### config.mk
export PLATFORM = sky130hd
export DESIGN_NAME = its_trim_slave
export DESIGN_NICKNAME = d
export VERILOG_FILES = /design/src/rtl/its_pkg.sv /design/src/rtl/its_trim_slave.sv
export SDC_FILE = /design/constraint.sdc
export NUM_CORES = 1
export LEC_CHECK = 0
export BUFFER_PORTS_ARGS = -buffer_cell sky130_fd_sc_hd__buf_2
export CORE_MARGIN = 2
export CORE_UTILIZATION = 60
export DETAILED_ROUTE_END_ITERATION = 7
export GPL_TIMING_DRIVEN = 0
export PLACE_DENSITY = 0.83
export RECOVER_POWER = 100
export REMOVE_ABC_BUFFERS = 1
export SYNTH_ARGS = -nofsm -noshare
export SYNTH_HDL_FRONTEND = slang
export SYNTH_SLANG_ARGS = --single-unit
### constraint.sdc
create_clock -name sys_clk_i -period 3.9 [get_ports sys_clk_i]
set_clock_uncertainty 0.1 [all_clocks]
set_input_delay 0.585 -clock sys_clk_i [delete_from_list [all_inputs] [get_ports sys_clk_i]]
set_output_delay 0.585 -clock sys_clk_i [all_outputs]
set_load 0.005 [all_outputs]
### src/rtl/its_pkg.sv
`default_nettype none

package its_pkg;

    // ------------------------------------------------------------
    // bus addressing
    // ------------------------------------------------------------
    localparam logic [6:0]  SLAVE_ADDR     = 7'h46;
    localparam logic [7:0]  REG_NB         = 8'h00;
    localparam logic [7:0]  REG_CORE       = 8'h01;
    localparam logic [7:0]  REG_PS         = 8'h02;
    localparam logic [7:0]  REG_COUNT      = 8'h03;
    localparam logic [1:0]  PTR_END        = 2'h3;

    // ------------------------------------------------------------
    // reset values and field layout
    // ------------------------------------------------------------
    localparam logic [7:0]  NB_RST         = 8'h00;
    localparam logic [7:0]  CORE_RST       = 8'h00;
    localparam logic [7:0]  PS_RST         = 8'h01;
    localparam int          OVP_BIT        = 7;
    localparam int          PG_BIT         = 6;
    localparam int          OFS_MSB        = 5;
    localparam logic signed [10:0] OFS_STEP_MV = 11'sh019;

    // ------------------------------------------------------------
    // byte framing and states
    // ------------------------------------------------------------
    localparam logic [3:0]  BIT_LAST       = 4'h8;

    typedef enum logic [2:0] {
        ST_IDLE   = 3'h0,
        ST_RX     = 3'h1,
        ST_ACK    = 3'h3,
        ST_TX     = 3'h2,
        ST_MACK   = 3'h6,
        ST_IGNORE = 3'h4
    } its_state_t;

    typedef enum logic [1:0] {
        PH_CTRL = 2'h0,
        PH_REG  = 2'h1,
        PH_DATA = 2'h2
    } its_phase_t;

endpackage

`default_nettype wire

### src/rtl/its_trim_slave.sv
`timescale 1ns/100ps
`default_nettype none

module its_trim_slave
    import its_pkg::*;
(
    input  wire logic               sys_clk_i,
    input  wire logic               rstn_i,
    input  wire logic               clk_en_i,
    input  wire logic               por_ok_i,
    input  wire logic               scl_i,
    input  wire logic               sda_i,
    output logic                    sda_o,
    output logic                    sda_oe_n_o,
    output logic [7:0]              north_bridge_trim_o,
    output logic [7:0]              core_trim_o,
    output logic [7:0]              power_save_config_o,
    output logic                    nb_overvoltage_trip_o,
    output logic                    nb_power_good_output_o,
    output logic                    core_overvoltage_trip_o,
    output logic                    core_power_good_output_o,
    output logic signed [10:0]      nb_offset_mv_o,
    output logic signed [10:0]      core_offset_mv_o
);

    // ------------------------------------------------------------
    // pin synchronisers
    // ------------------------------------------------------------
    logic scl_m, scl_s, scl_p;
    logic sda_m, sda_s, sda_p;
    logic por_m, por_s;

    // third stage only feeds edge detection, never the first one
    always_ff @(posedge sys_clk_i or negedge rstn_i) begin
        if (!rstn_i) begin
            scl_m <= 1'b1;
            scl_s <= 1'b1;
            scl_p <= 1'b1;
            sda_m <= 1'b1;
            sda_s <= 1'b1;
            sda_p <= 1'b1;
            por_m <= 1'b0;
            por_s <= 1'b0;
        end else if (clk_en_i) begin
            scl_m <= scl_i;
            scl_s <= scl_m;
            scl_p <= scl_s;
            sda_m <= sda_i;
            sda_s <= sda_m;
            sda_p <= sda_s;
            por_m <= por_ok_i;
            por_s <= por_m;
        end
    end

    // scl is only ever sampled, the master owns it
    logic scl_rise, scl_fall, start_det, stop_det;
    assign scl_rise  = scl_s & ~scl_p;
    assign scl_fall  = ~scl_s & scl_p;
    assign start_det = scl_s & scl_p & sda_p & ~sda_s;
    assign stop_det  = scl_s & scl_p & ~sda_p & sda_s;

    // ------------------------------------------------------------
    // protocol engine and register file
    // ------------------------------------------------------------
    its_state_t  state_reg, state_next;
    its_phase_t  phase_reg, phase_next;
    logic [3:0]  bit_cnt_reg, bit_cnt_next;
    logic [7:0]  shreg_reg, shreg_next;
    logic [1:0]  ptr_reg, ptr_next;
    logic        rd_reg, rd_next;
    logic        pend_reg, pend_next;
    logic        oe_n_reg, oe_n_next;
    logic [7:0]  rf_reg [3];
    logic [7:0]  rf_next [3];
    logic [7:0]  rd_data;

    // past the last register a read returns zero rather than wrapping
    assign rd_data = (ptr_reg == PTR_END) ? 8'h00 : rf_reg[ptr_reg];

    always_comb begin
        state_next   = state_reg;
        phase_next   = phase_reg;
        bit_cnt_next = bit_cnt_reg;
        shreg_next   = shreg_reg;
        ptr_next     = ptr_reg;
        rd_next      = rd_reg;
        pend_next    = pend_reg;
        oe_n_next    = oe_n_reg;
        rf_next      = rf_reg;
        if (!por_s) begin
            // supply low: bus dead, contents back to power-up state
            state_next   = ST_IDLE;
            phase_next   = PH_CTRL;
            bit_cnt_next = 4'h0;
            shreg_next   = 8'h00;
            ptr_next     = 2'h0;
            rd_next      = 1'b0;
            pend_next    = 1'b0;
            oe_n_next    = 1'b1;
            rf_next[0]   = NB_RST;
            rf_next[1]   = CORE_RST;
            rf_next[2]   = PS_RST;
        end else if (stop_det) begin
            state_next = ST_IDLE;
            pend_next  = 1'b0;
            oe_n_next  = 1'b1;
        end else if (start_det) begin
            // a start without stop is tolerated as a fresh frame
            state_next   = ST_RX;
            phase_next   = PH_CTRL;
            bit_cnt_next = 4'h0;
            oe_n_next    = 1'b1;
        end else begin
            case (state_reg)
                ST_RX: begin
                    if (scl_rise) begin
                        shreg_next   = {shreg_reg[6:0], sda_s};
                        bit_cnt_next = bit_cnt_reg + 4'h1;
                    end else if (scl_fall && bit_cnt_reg == BIT_LAST) begin
                        bit_cnt_next = 4'h0;
                        case (phase_reg)
                            PH_CTRL: begin
                                if (shreg_reg[7:1] == SLAVE_ADDR) begin
                                    state_next = ST_ACK;
                                    oe_n_next  = 1'b0;
                                    rd_next    = shreg_reg[0];
                                    phase_next = PH_REG;
                                end else begin
                                    state_next = ST_IDLE;
                                end
                            end
                            PH_REG: begin
                                if (shreg_reg < REG_COUNT) begin
                                    ptr_next   = shreg_reg[1:0];
                                    state_next = ST_ACK;
                                    oe_n_next  = 1'b0;
                                    phase_next = PH_DATA;
                                end else begin
                                    state_next = ST_IGNORE;
                                end
                            end
                            default: begin
                                if (ptr_reg != PTR_END) begin
                                    for (int i = 0; i < 3; i++) begin
                                        if (ptr_reg == i[1:0]) begin
                                            rf_next[i] = shreg_reg;
                                        end
                                    end
                                    ptr_next   = ptr_reg + 2'h1;
                                    pend_next  = 1'b1;
                                    state_next = ST_ACK;
                                    oe_n_next  = 1'b0;
                                end else begin
                                    state_next = ST_IGNORE;
                                end
                            end
                        endcase
                    end
                end
                ST_ACK: begin
                    // release or first data bit only after scl has gone low
                    if (scl_fall) begin
                        bit_cnt_next = 4'h0;
                        if (rd_reg) begin
                            state_next = ST_TX;
                            shreg_next = rd_data;
                            oe_n_next  = rd_data[7];
                        end else begin
                            state_next = ST_RX;
                            oe_n_next  = 1'b1;
                        end
                    end
                end
                ST_TX: begin
                    if (scl_rise) begin
                        bit_cnt_next = bit_cnt_reg + 4'h1;
                    end else if (scl_fall) begin
                        if (bit_cnt_reg == BIT_LAST) begin
                            state_next = ST_MACK;
                            oe_n_next  = 1'b1;
                        end else begin
                            shreg_next = {shreg_reg[6:0], 1'b0};
                            oe_n_next  = shreg_reg[6];
                        end
                    end
                end
                ST_MACK: begin
                    if (scl_rise) begin
                        if (sda_s) begin
                            state_next = ST_IDLE;
                        end else if (ptr_reg != PTR_END) begin
                            ptr_next = ptr_reg + 2'h1;
                        end
                    end else if (scl_fall) begin
                        state_next   = ST_TX;
                        bit_cnt_next = 4'h0;
                        shreg_next   = rd_data;
                        oe_n_next    = rd_data[7];
                    end
                end
                default: begin
                    state_next = state_reg;
                end
            endcase
        end
    end

    always_ff @(posedge sys_clk_i or negedge rstn_i) begin
        if (!rstn_i) begin
            state_reg   <= ST_IDLE;
            phase_reg   <= PH_CTRL;
            bit_cnt_reg <= 4'h0;
            shreg_reg   <= 8'h00;
            ptr_reg     <= 2'h0;
            rd_reg      <= 1'b0;
            pend_reg    <= 1'b0;
            oe_n_reg    <= 1'b1;
            rf_reg[0]   <= NB_RST;
            rf_reg[1]   <= CORE_RST;
            rf_reg[2]   <= PS_RST;
        end else if (clk_en_i) begin
            state_reg   <= state_next;
            phase_reg   <= phase_next;
            bit_cnt_reg <= bit_cnt_next;
            shreg_reg   <= shreg_next;
            ptr_reg     <= ptr_next;
            rd_reg      <= rd_next;
            pend_reg    <= pend_next;
            oe_n_reg    <= oe_n_next;
            rf_reg      <= rf_next;
        end
    end

    // ------------------------------------------------------------
    // applied operating values
    // ------------------------------------------------------------
    function automatic logic signed [10:0] offset_mv(input logic [5:0] code);
        logic signed [10:0] ext;
        ext = $signed({{5{code[OFS_MSB]}}, code});
        return 11'(ext * OFS_STEP_MV);
    endfunction

    logic [7:0]         app_nb_reg, app_nb_next;
    logic [7:0]         app_core_reg, app_core_next;
    logic [7:0]         app_ps_reg, app_ps_next;
    logic signed [10:0] ofs_nb_reg, ofs_nb_next;
    logic signed [10:0] ofs_core_reg, ofs_core_next;

    // staged so regulation never sees a half-written sequence
    always_comb begin
        app_nb_next   = app_nb_reg;
        app_core_next = app_core_reg;
        app_ps_next   = app_ps_reg;
        ofs_nb_next   = ofs_nb_reg;
        ofs_core_next = ofs_core_reg;
        if (!por_s) begin
            app_nb_next   = NB_RST;
            app_core_next = CORE_RST;
            app_ps_next   = PS_RST;
            ofs_nb_next   = offset_mv(NB_RST[5:0]);
            ofs_core_next = offset_mv(CORE_RST[5:0]);
        end else if (stop_det && pend_reg) begin
            app_nb_next   = rf_reg[0];
            app_core_next = rf_reg[1];
            app_ps_next   = rf_reg[2];
            ofs_nb_next   = offset_mv(rf_reg[0][OFS_MSB:0]);
            ofs_core_next = offset_mv(rf_reg[1][OFS_MSB:0]);
        end
    end

    always_ff @(posedge sys_clk_i or negedge rstn_i) begin
        if (!rstn_i) begin
            app_nb_reg   <= NB_RST;
            app_core_reg <= CORE_RST;
            app_ps_reg   <= PS_RST;
            ofs_nb_reg   <= 11'sh000;
            ofs_core_reg <= 11'sh000;
        end else if (clk_en_i) begin
            app_nb_reg   <= app_nb_next;
            app_core_reg <= app_core_next;
            app_ps_reg   <= app_ps_next;
            ofs_nb_reg   <= ofs_nb_next;
            ofs_core_reg <= ofs_core_next;
        end
    end

    // open drain: the level is always low, only the enable moves
    assign sda_o                    = 1'b0;
    assign sda_oe_n_o               = oe_n_reg;
    assign north_bridge_trim_o      = app_nb_reg;
    assign core_trim_o              = app_core_reg;
    assign power_save_config_o      = app_ps_reg;
    assign nb_overvoltage_trip_o    = app_nb_reg[OVP_BIT];
    assign nb_power_good_output_o   = app_nb_reg[PG_BIT];
    assign core_overvoltage_trip_o  = app_core_reg[OVP_BIT];
    assign core_power_good_output_o = app_core_reg[PG_BIT];
    assign nb_offset_mv_o           = ofs_nb_reg;
    assign core_offset_mv_o         = ofs_core_reg;

    logic end_byte;
    assign end_byte = clk_en_i && por_s && !start_det && !stop_det && state_reg == ST_RX
                      && scl_fall && bit_cnt_reg == BIT_LAST;
endmodule

`default_nettype wire

## Word level (Yosys, flattened, before mapping)

Index checks and enable logic that the tools add are counted.

- Flip-flop bits (word level): 100
- Output and inout bits: 52
- Word-level logic and storage cells: 246

- $add $sub $neg: 2
- $mul: 2
- Magnitude comparators: 2
- Equality and inequality tests: 70
- Mux-type cells: 117
- Bitwise logic cells: 12
- Reduce and logical (&&, ||, !) cells: 17

Operators by type and width:

| kind | number |
|---|---|
| $mux 24 | 8 |
| $mux 8 | 23 |
| $ne 5x5->1 const B | 9 |
| $mux 11 | 4 |
| $mux 3 | 14 |
| $ne 3x3->1 const B | 13 |
| $mux 2 | 19 |
| $mux 4 | 8 |
| $pmux 8 s4 | 1 |
| $mux 1 | 31 |
| $reduce_and 9->1 | 3 |
| $ne 6x6->1 const B | 4 |
| $reduce_and 12->1 | 2 |
| $mul 6x6->11 const B | 2 |
| $ne 4x4->1 const B | 5 |
| $reduce_and 10->1 | 2 |
| $ne 2x1->1 const B | 9 |
| $ne 3x1->1 const B | 6 |
| $bmux 8 s2 | 1 |
| $pmux 4 s4 | 1 |
| $reduce_and 8->1 | 2 |
| $ne 3x2->1 const B | 4 |
| $pmux 2 s2 | 3 |
| $pmux 3 s4 | 1 |
| other kinds (29) | 47 |

## Logic depth before layout (Yosys ltp)

- Word-level depth: 11
- Mapped depth: 12

## Worst setup path before layout

No wires, ideal clock.

- Kind: flip-flop to flip-flop
- Start point: register rf_reg[11] (netlist name)
- End point: register ofs_core_reg[10] (netlist: core_offset_mv_o[10])
- Library setup time: 133 ps
- Arrival: 2614 ps
- Required time: 3667 ps
- Slack: 1052 ps
- Stages on the path, launching flop included: 13
- Buffers on the path: 0
- Cells stage by stage: dfrtp_1 > ha_1 > inv_1 > fa_1 > inv_1 > ha_1 > ha_1 > a21o_1 > a21oi_1 > o21bai_1 > a21oi_1 > xnor2_1 > o21ai_0

- Word-level cells in the longest chain between the ends: 3

RTL lines:

| element | line | text |
|---|---|---|
| start, declared | its_trim_slave.sv:74 | `logic [7:0] rf_reg [3];` |
| start signal, assigned | its_trim_slave.sv:231 | `rf_reg <= rf_next;` |
| $mul 6x6->11 | its_trim_slave.sv:241 | `return 11'(ext * OFS_STEP_MV);` |
| $mux 11 | its_trim_slave.sv:263 | `end else if (stop_det && pend_reg) begin` |
| $mux 11 | its_trim_slave.sv:257 | `if (!por_s) begin` |
| end signal, assigned | its_trim_slave.sv:284 | `ofs_core_reg <= ofs_core_next;` |
| end, declared | its_trim_slave.sv:248 | `logic signed [10:0] ofs_core_reg, ofs_core_next;` |

Every way passes these cells. The select of a mux whose other input is x is not followed.
A chain may end at the register's enable or synchronous reset.

## Worst setup path after layout

- Start point: register state_reg[2]
- End point: register shreg_reg[4]

- Word-level cells in the longest chain between the ends: 5
- Elaborated cells between the ends (all ways): 18

RTL lines:

| element | line | text |
|---|---|---|
| start, declared | its_trim_slave.sv:66 | `its_state_t state_reg, state_next;` |
| start signal, assigned | its_trim_slave.sv:223 | `state_reg <= state_next;` |
| $eq 3x3->1, or another cell as far along | its_trim_slave.sv:115 | `case (state_reg)` |
| $pmux 8 s4 | its_trim_slave.sv:115 |  |
| $mux 8 | its_trim_slave.sv:108 | `end else if (start_det) begin` |
| $mux 8 | its_trim_slave.sv:104 | `end else if (stop_det) begin` |
| $mux 8 | its_trim_slave.sv:91 | `if (!por_s) begin` |
| end signal, assigned | its_trim_slave.sv:226 | `shreg_reg <= shreg_next;` |
| end, declared | its_trim_slave.sv:69 | `logic [7:0] shreg_reg, shreg_next;` |

Several ways; a longest one is shown, not always the timed one. The select of a mux whose other input is x is not followed.

==> metrics.md <==
| Metric | Value |
|---|---|
| Core Area | 9150 µm² |
| Drt total wl | 12100 µm |
| Register bit total from synthesis | 94 |
| CTS tree | built |
| R2r endpoint | shreg_reg[4] |
| Power consumption | 2.04 mW |
| CP Class | reg -> reg |
| Largest family of logic cells by synthesized area | compound AO/OA/AOI/OAI gates |
| Row count | 35 |
| Worst-Margin Slew | 1.94 ns |
| Failing checks | max-capacitance violations, max-slew violations |
| Initial antenna violation count | 0 |
| Hold_buf cts | 0 |
| DP HPWL | 8530 µm |
| Drt first pass iters | 4 |
| Status | complete, but fails checks |
| Ys Warns | 0 |
| End of the worst hold path | por_m |
| Vias in the first global route | 4206 |
| Complex-gate fraction of the synthesized area | 16.7% |
| Period utilization | 82.3% |
| Share of cells above drive strength 1 | 18.1% |
| R2R depth | 5 |
| Post-CTS Setup Bufs | 0 |
| Main synth FF type | dfrtp_1 |
| Multiplexer area fraction after synthesis | 8.58% |
| Final nets | 624 |
| CP max FO | 15 |
| Max reg flops | 24 |
| First-pass GRT wire length | 20100 µm |
| Die area | 10100 µm² |
| R2r setup slk | 0.69 ns |
| H-tree depth | 3 |
| Critical path endpoint category | register |
| Num ports | 58 |
| Drt drc | 0 |
| Max_slew headroom | -30.6% |
| Most frequent cells in the layout | 85 x dfrtp_1, 47 x nand2_1, 45 x inv_1, 40 x ha_1, 39 x o21ai_0 |
| Critical Path Start | state_reg[2] |
| Via count | 4177 |
| Drt wl/cell | 17.6 µm |
| # setup viols final | 0 |
| Data required, critical path | 4.03 ns |
| Max_cap viols | 2 |
| Largest net degree at the start of global routing | 71 |
| CTS clk-pin slew, worst paths | 0.10 ns |
| Port-buffer cells | 56 |
| Gr usage total | 25.0% |
| Synth Area in XOR/XNOR | 2.51% |
| Total clock sinks | 94 |
| Commonest non-fill, non-tap cell in the layout | dfrtp_1 |
| Clk_lat worst skew | 0.36 ns |
| Antenna Nets Post-Route | 0 |
| Worst hold path type | in -> reg |
| Vias per Instance | 6.09 |
| Critical path arrival | 3.33 ns |
| Gp weighted congestion | 0.870 |
| Setup TNS | 0 ns |
| RSZ-0062 raised after global routing | no |
| Peak supply drop | 0.240 mV |
| Tmin final | 3.21 ns |
| Clk buf depth | 2 |
| Sequential area share after synthesis | 42.3% |
| CP startpoint kind | register |
| Initial Utilization | 61.1% |
| Antenna Diode Count | 0 |
| EDFF count, synth | 0 |
| Async S/R FF share, synth | 100% |
| Fin. max-slew vios | 87 |
| Cts repair resizes | 0 |
| Final Util | 65.6% |
| Clk Tree Root Cell | clkbuf_8 |
| Synth cell types | 71 |
| Horiz. Die Dim | 101 µm |
| Die height | 101 µm |
| RR Startpoint | state_reg[2] |
| Cell depth of the worst hold path | 2 |
| Simple-Gate Fraction of Synth Area | 11.2% |
| Cells after Synth | 536 |
| Post-Synth Adder-Cell Area | 11.8% |
| Syn Area/Cell | 10.4 µm² |
| Mapped cell area | 5590 µm² |
| CTS Buf Count | 9 |
| Fmax | 0.312 GHz |
| Final Hold Viols | 0 |
| Pleak | 2.91 nW |
| Number of DRC markers in iteration 0 | 246 |
| GRT overflow | 0 |
| Pwr dens | 339 nW/µm² |
| Hold_sp | por_ok_i |
| Synth-to-Final Area Change | 7.50% |
==> Yosys cell counts (2+ instances only) <==
cell type	n	area (µm²)
a21oi_1	14	70.1
mux2_2	30	338
inv_1	45	169
ha_1	40	500
nor2_1	16	60.1
a221o_1	2	20.0
a21o_1	6	45.0
a22o_1	26	228
o22ai_1	5	31.3
buf_6	3	33.8
nand2_1	47	176
nand4_1	3	18.8
nor3_1	7	35.0
nand2b_1	10	62.6
or2_2	3	18.8
o21bai_1	2	15.0
o2111ai_1	6	52.6
xnor2_1	13	114
buf_2	8	40.0
or4_1	2	15.0
fa_1	8	160
and3_1	2	12.5
nand3_1	12	60.1
o31ai_1	3	22.5
o21ai_0	36	180
xor2_1	3	26.3
nand3b_1	2	15.0
buf_4	13	97.6
o21ai_1	3	15.0
dfrtp_1	85	2130
a31oi_1	2	12.5
a32o_1	2	20.0
clkbuf_1	10	37.5
nor2b_1	4	25.0
dfstp_2	9	236
mux2i_1	13	130
o211ai_1	7	52.6
==> worst max-delay path by stage <==
stage / end / cells after the start
after CTS: core_offset_mv_o[10] / 12
after detailed placement: core_offset_mv_o[10] / 12
final: shreg_reg[4] / 5
after floorplan: core_offset_mv_o[10] / 12
after global placement: core_offset_mv_o[10] / 12
after global routing: shreg_reg[5] / 5
==> area by class of cell <==
| type | count | area [µm²] |
|---|---|---|
| Fill cell | 701 | 3150 |
| Multi-Input combinational cell | 362 | 2840 |
| Sequential cell | 94 | 2360 |
| Timing Repair Buffer | 58 | 278 |
| Inverter | 45 | 169 |
| Tap cell | 111 | 139 |
| Clock buffer | 10 | 128 |
| Clock inverter | 6 | 93.8 |
==> worst max-delay path, cell delays in order, from the launching register on <==
cell and delay (ns):
dfrtp_1 0.54, nand2b_1 0.27, a21boi_0 1.47, o211ai_1 0.32, o2111ai_1 0.22, o21ai_0 0.13
==> cell families after synthesis <==
kind of cell,after synthesis
AO/OA/AOI/OAI,132
AND/OR/NAND/NOR,121
flip-flops,94
buffers and inverters,80
adder cells (fa/ha/maj),48
multiplexers,44
XOR/XNOR,16
other,1
==> per-layer routing <==
layer	share of wire [%]	wire length [µm]	vias up	track usage, %
li1	-	-	1971	-
met1	44	5280	2079	32.3
met2	51	6120	103	42.4
met3	3.3	404	24	3.47
met4	2.2	270	0	10.4
met5	0	0	-	0
==> stage by stage <==
stage / setup WS [ns] / area [µm²] / hold slack [ns] / std cells
floorplan: 1.05 / 5380 / 0.189 / 501
global placement: 0.864 / 5790 / 0.355 / 668
detailed placement: 0.796 / 5840 / 0.359 / 670
CTS: 0.765 / 6060 / 0.0267 / 686
global route: 0.425 / 6010 / 0.350 / 686
finish: 0.691 / 6010 / 0.351 / 686
==> power by group <==
| part | internal, mW | switching, mW |
|---|---|---|
| Combinational | 0.0874 | 0.142 |
| Sequential | 1.02 | 0.0577 |
| Clock | 0.367 | 0.365 |
Note: power is estimated with default switching activity, not from simulation.
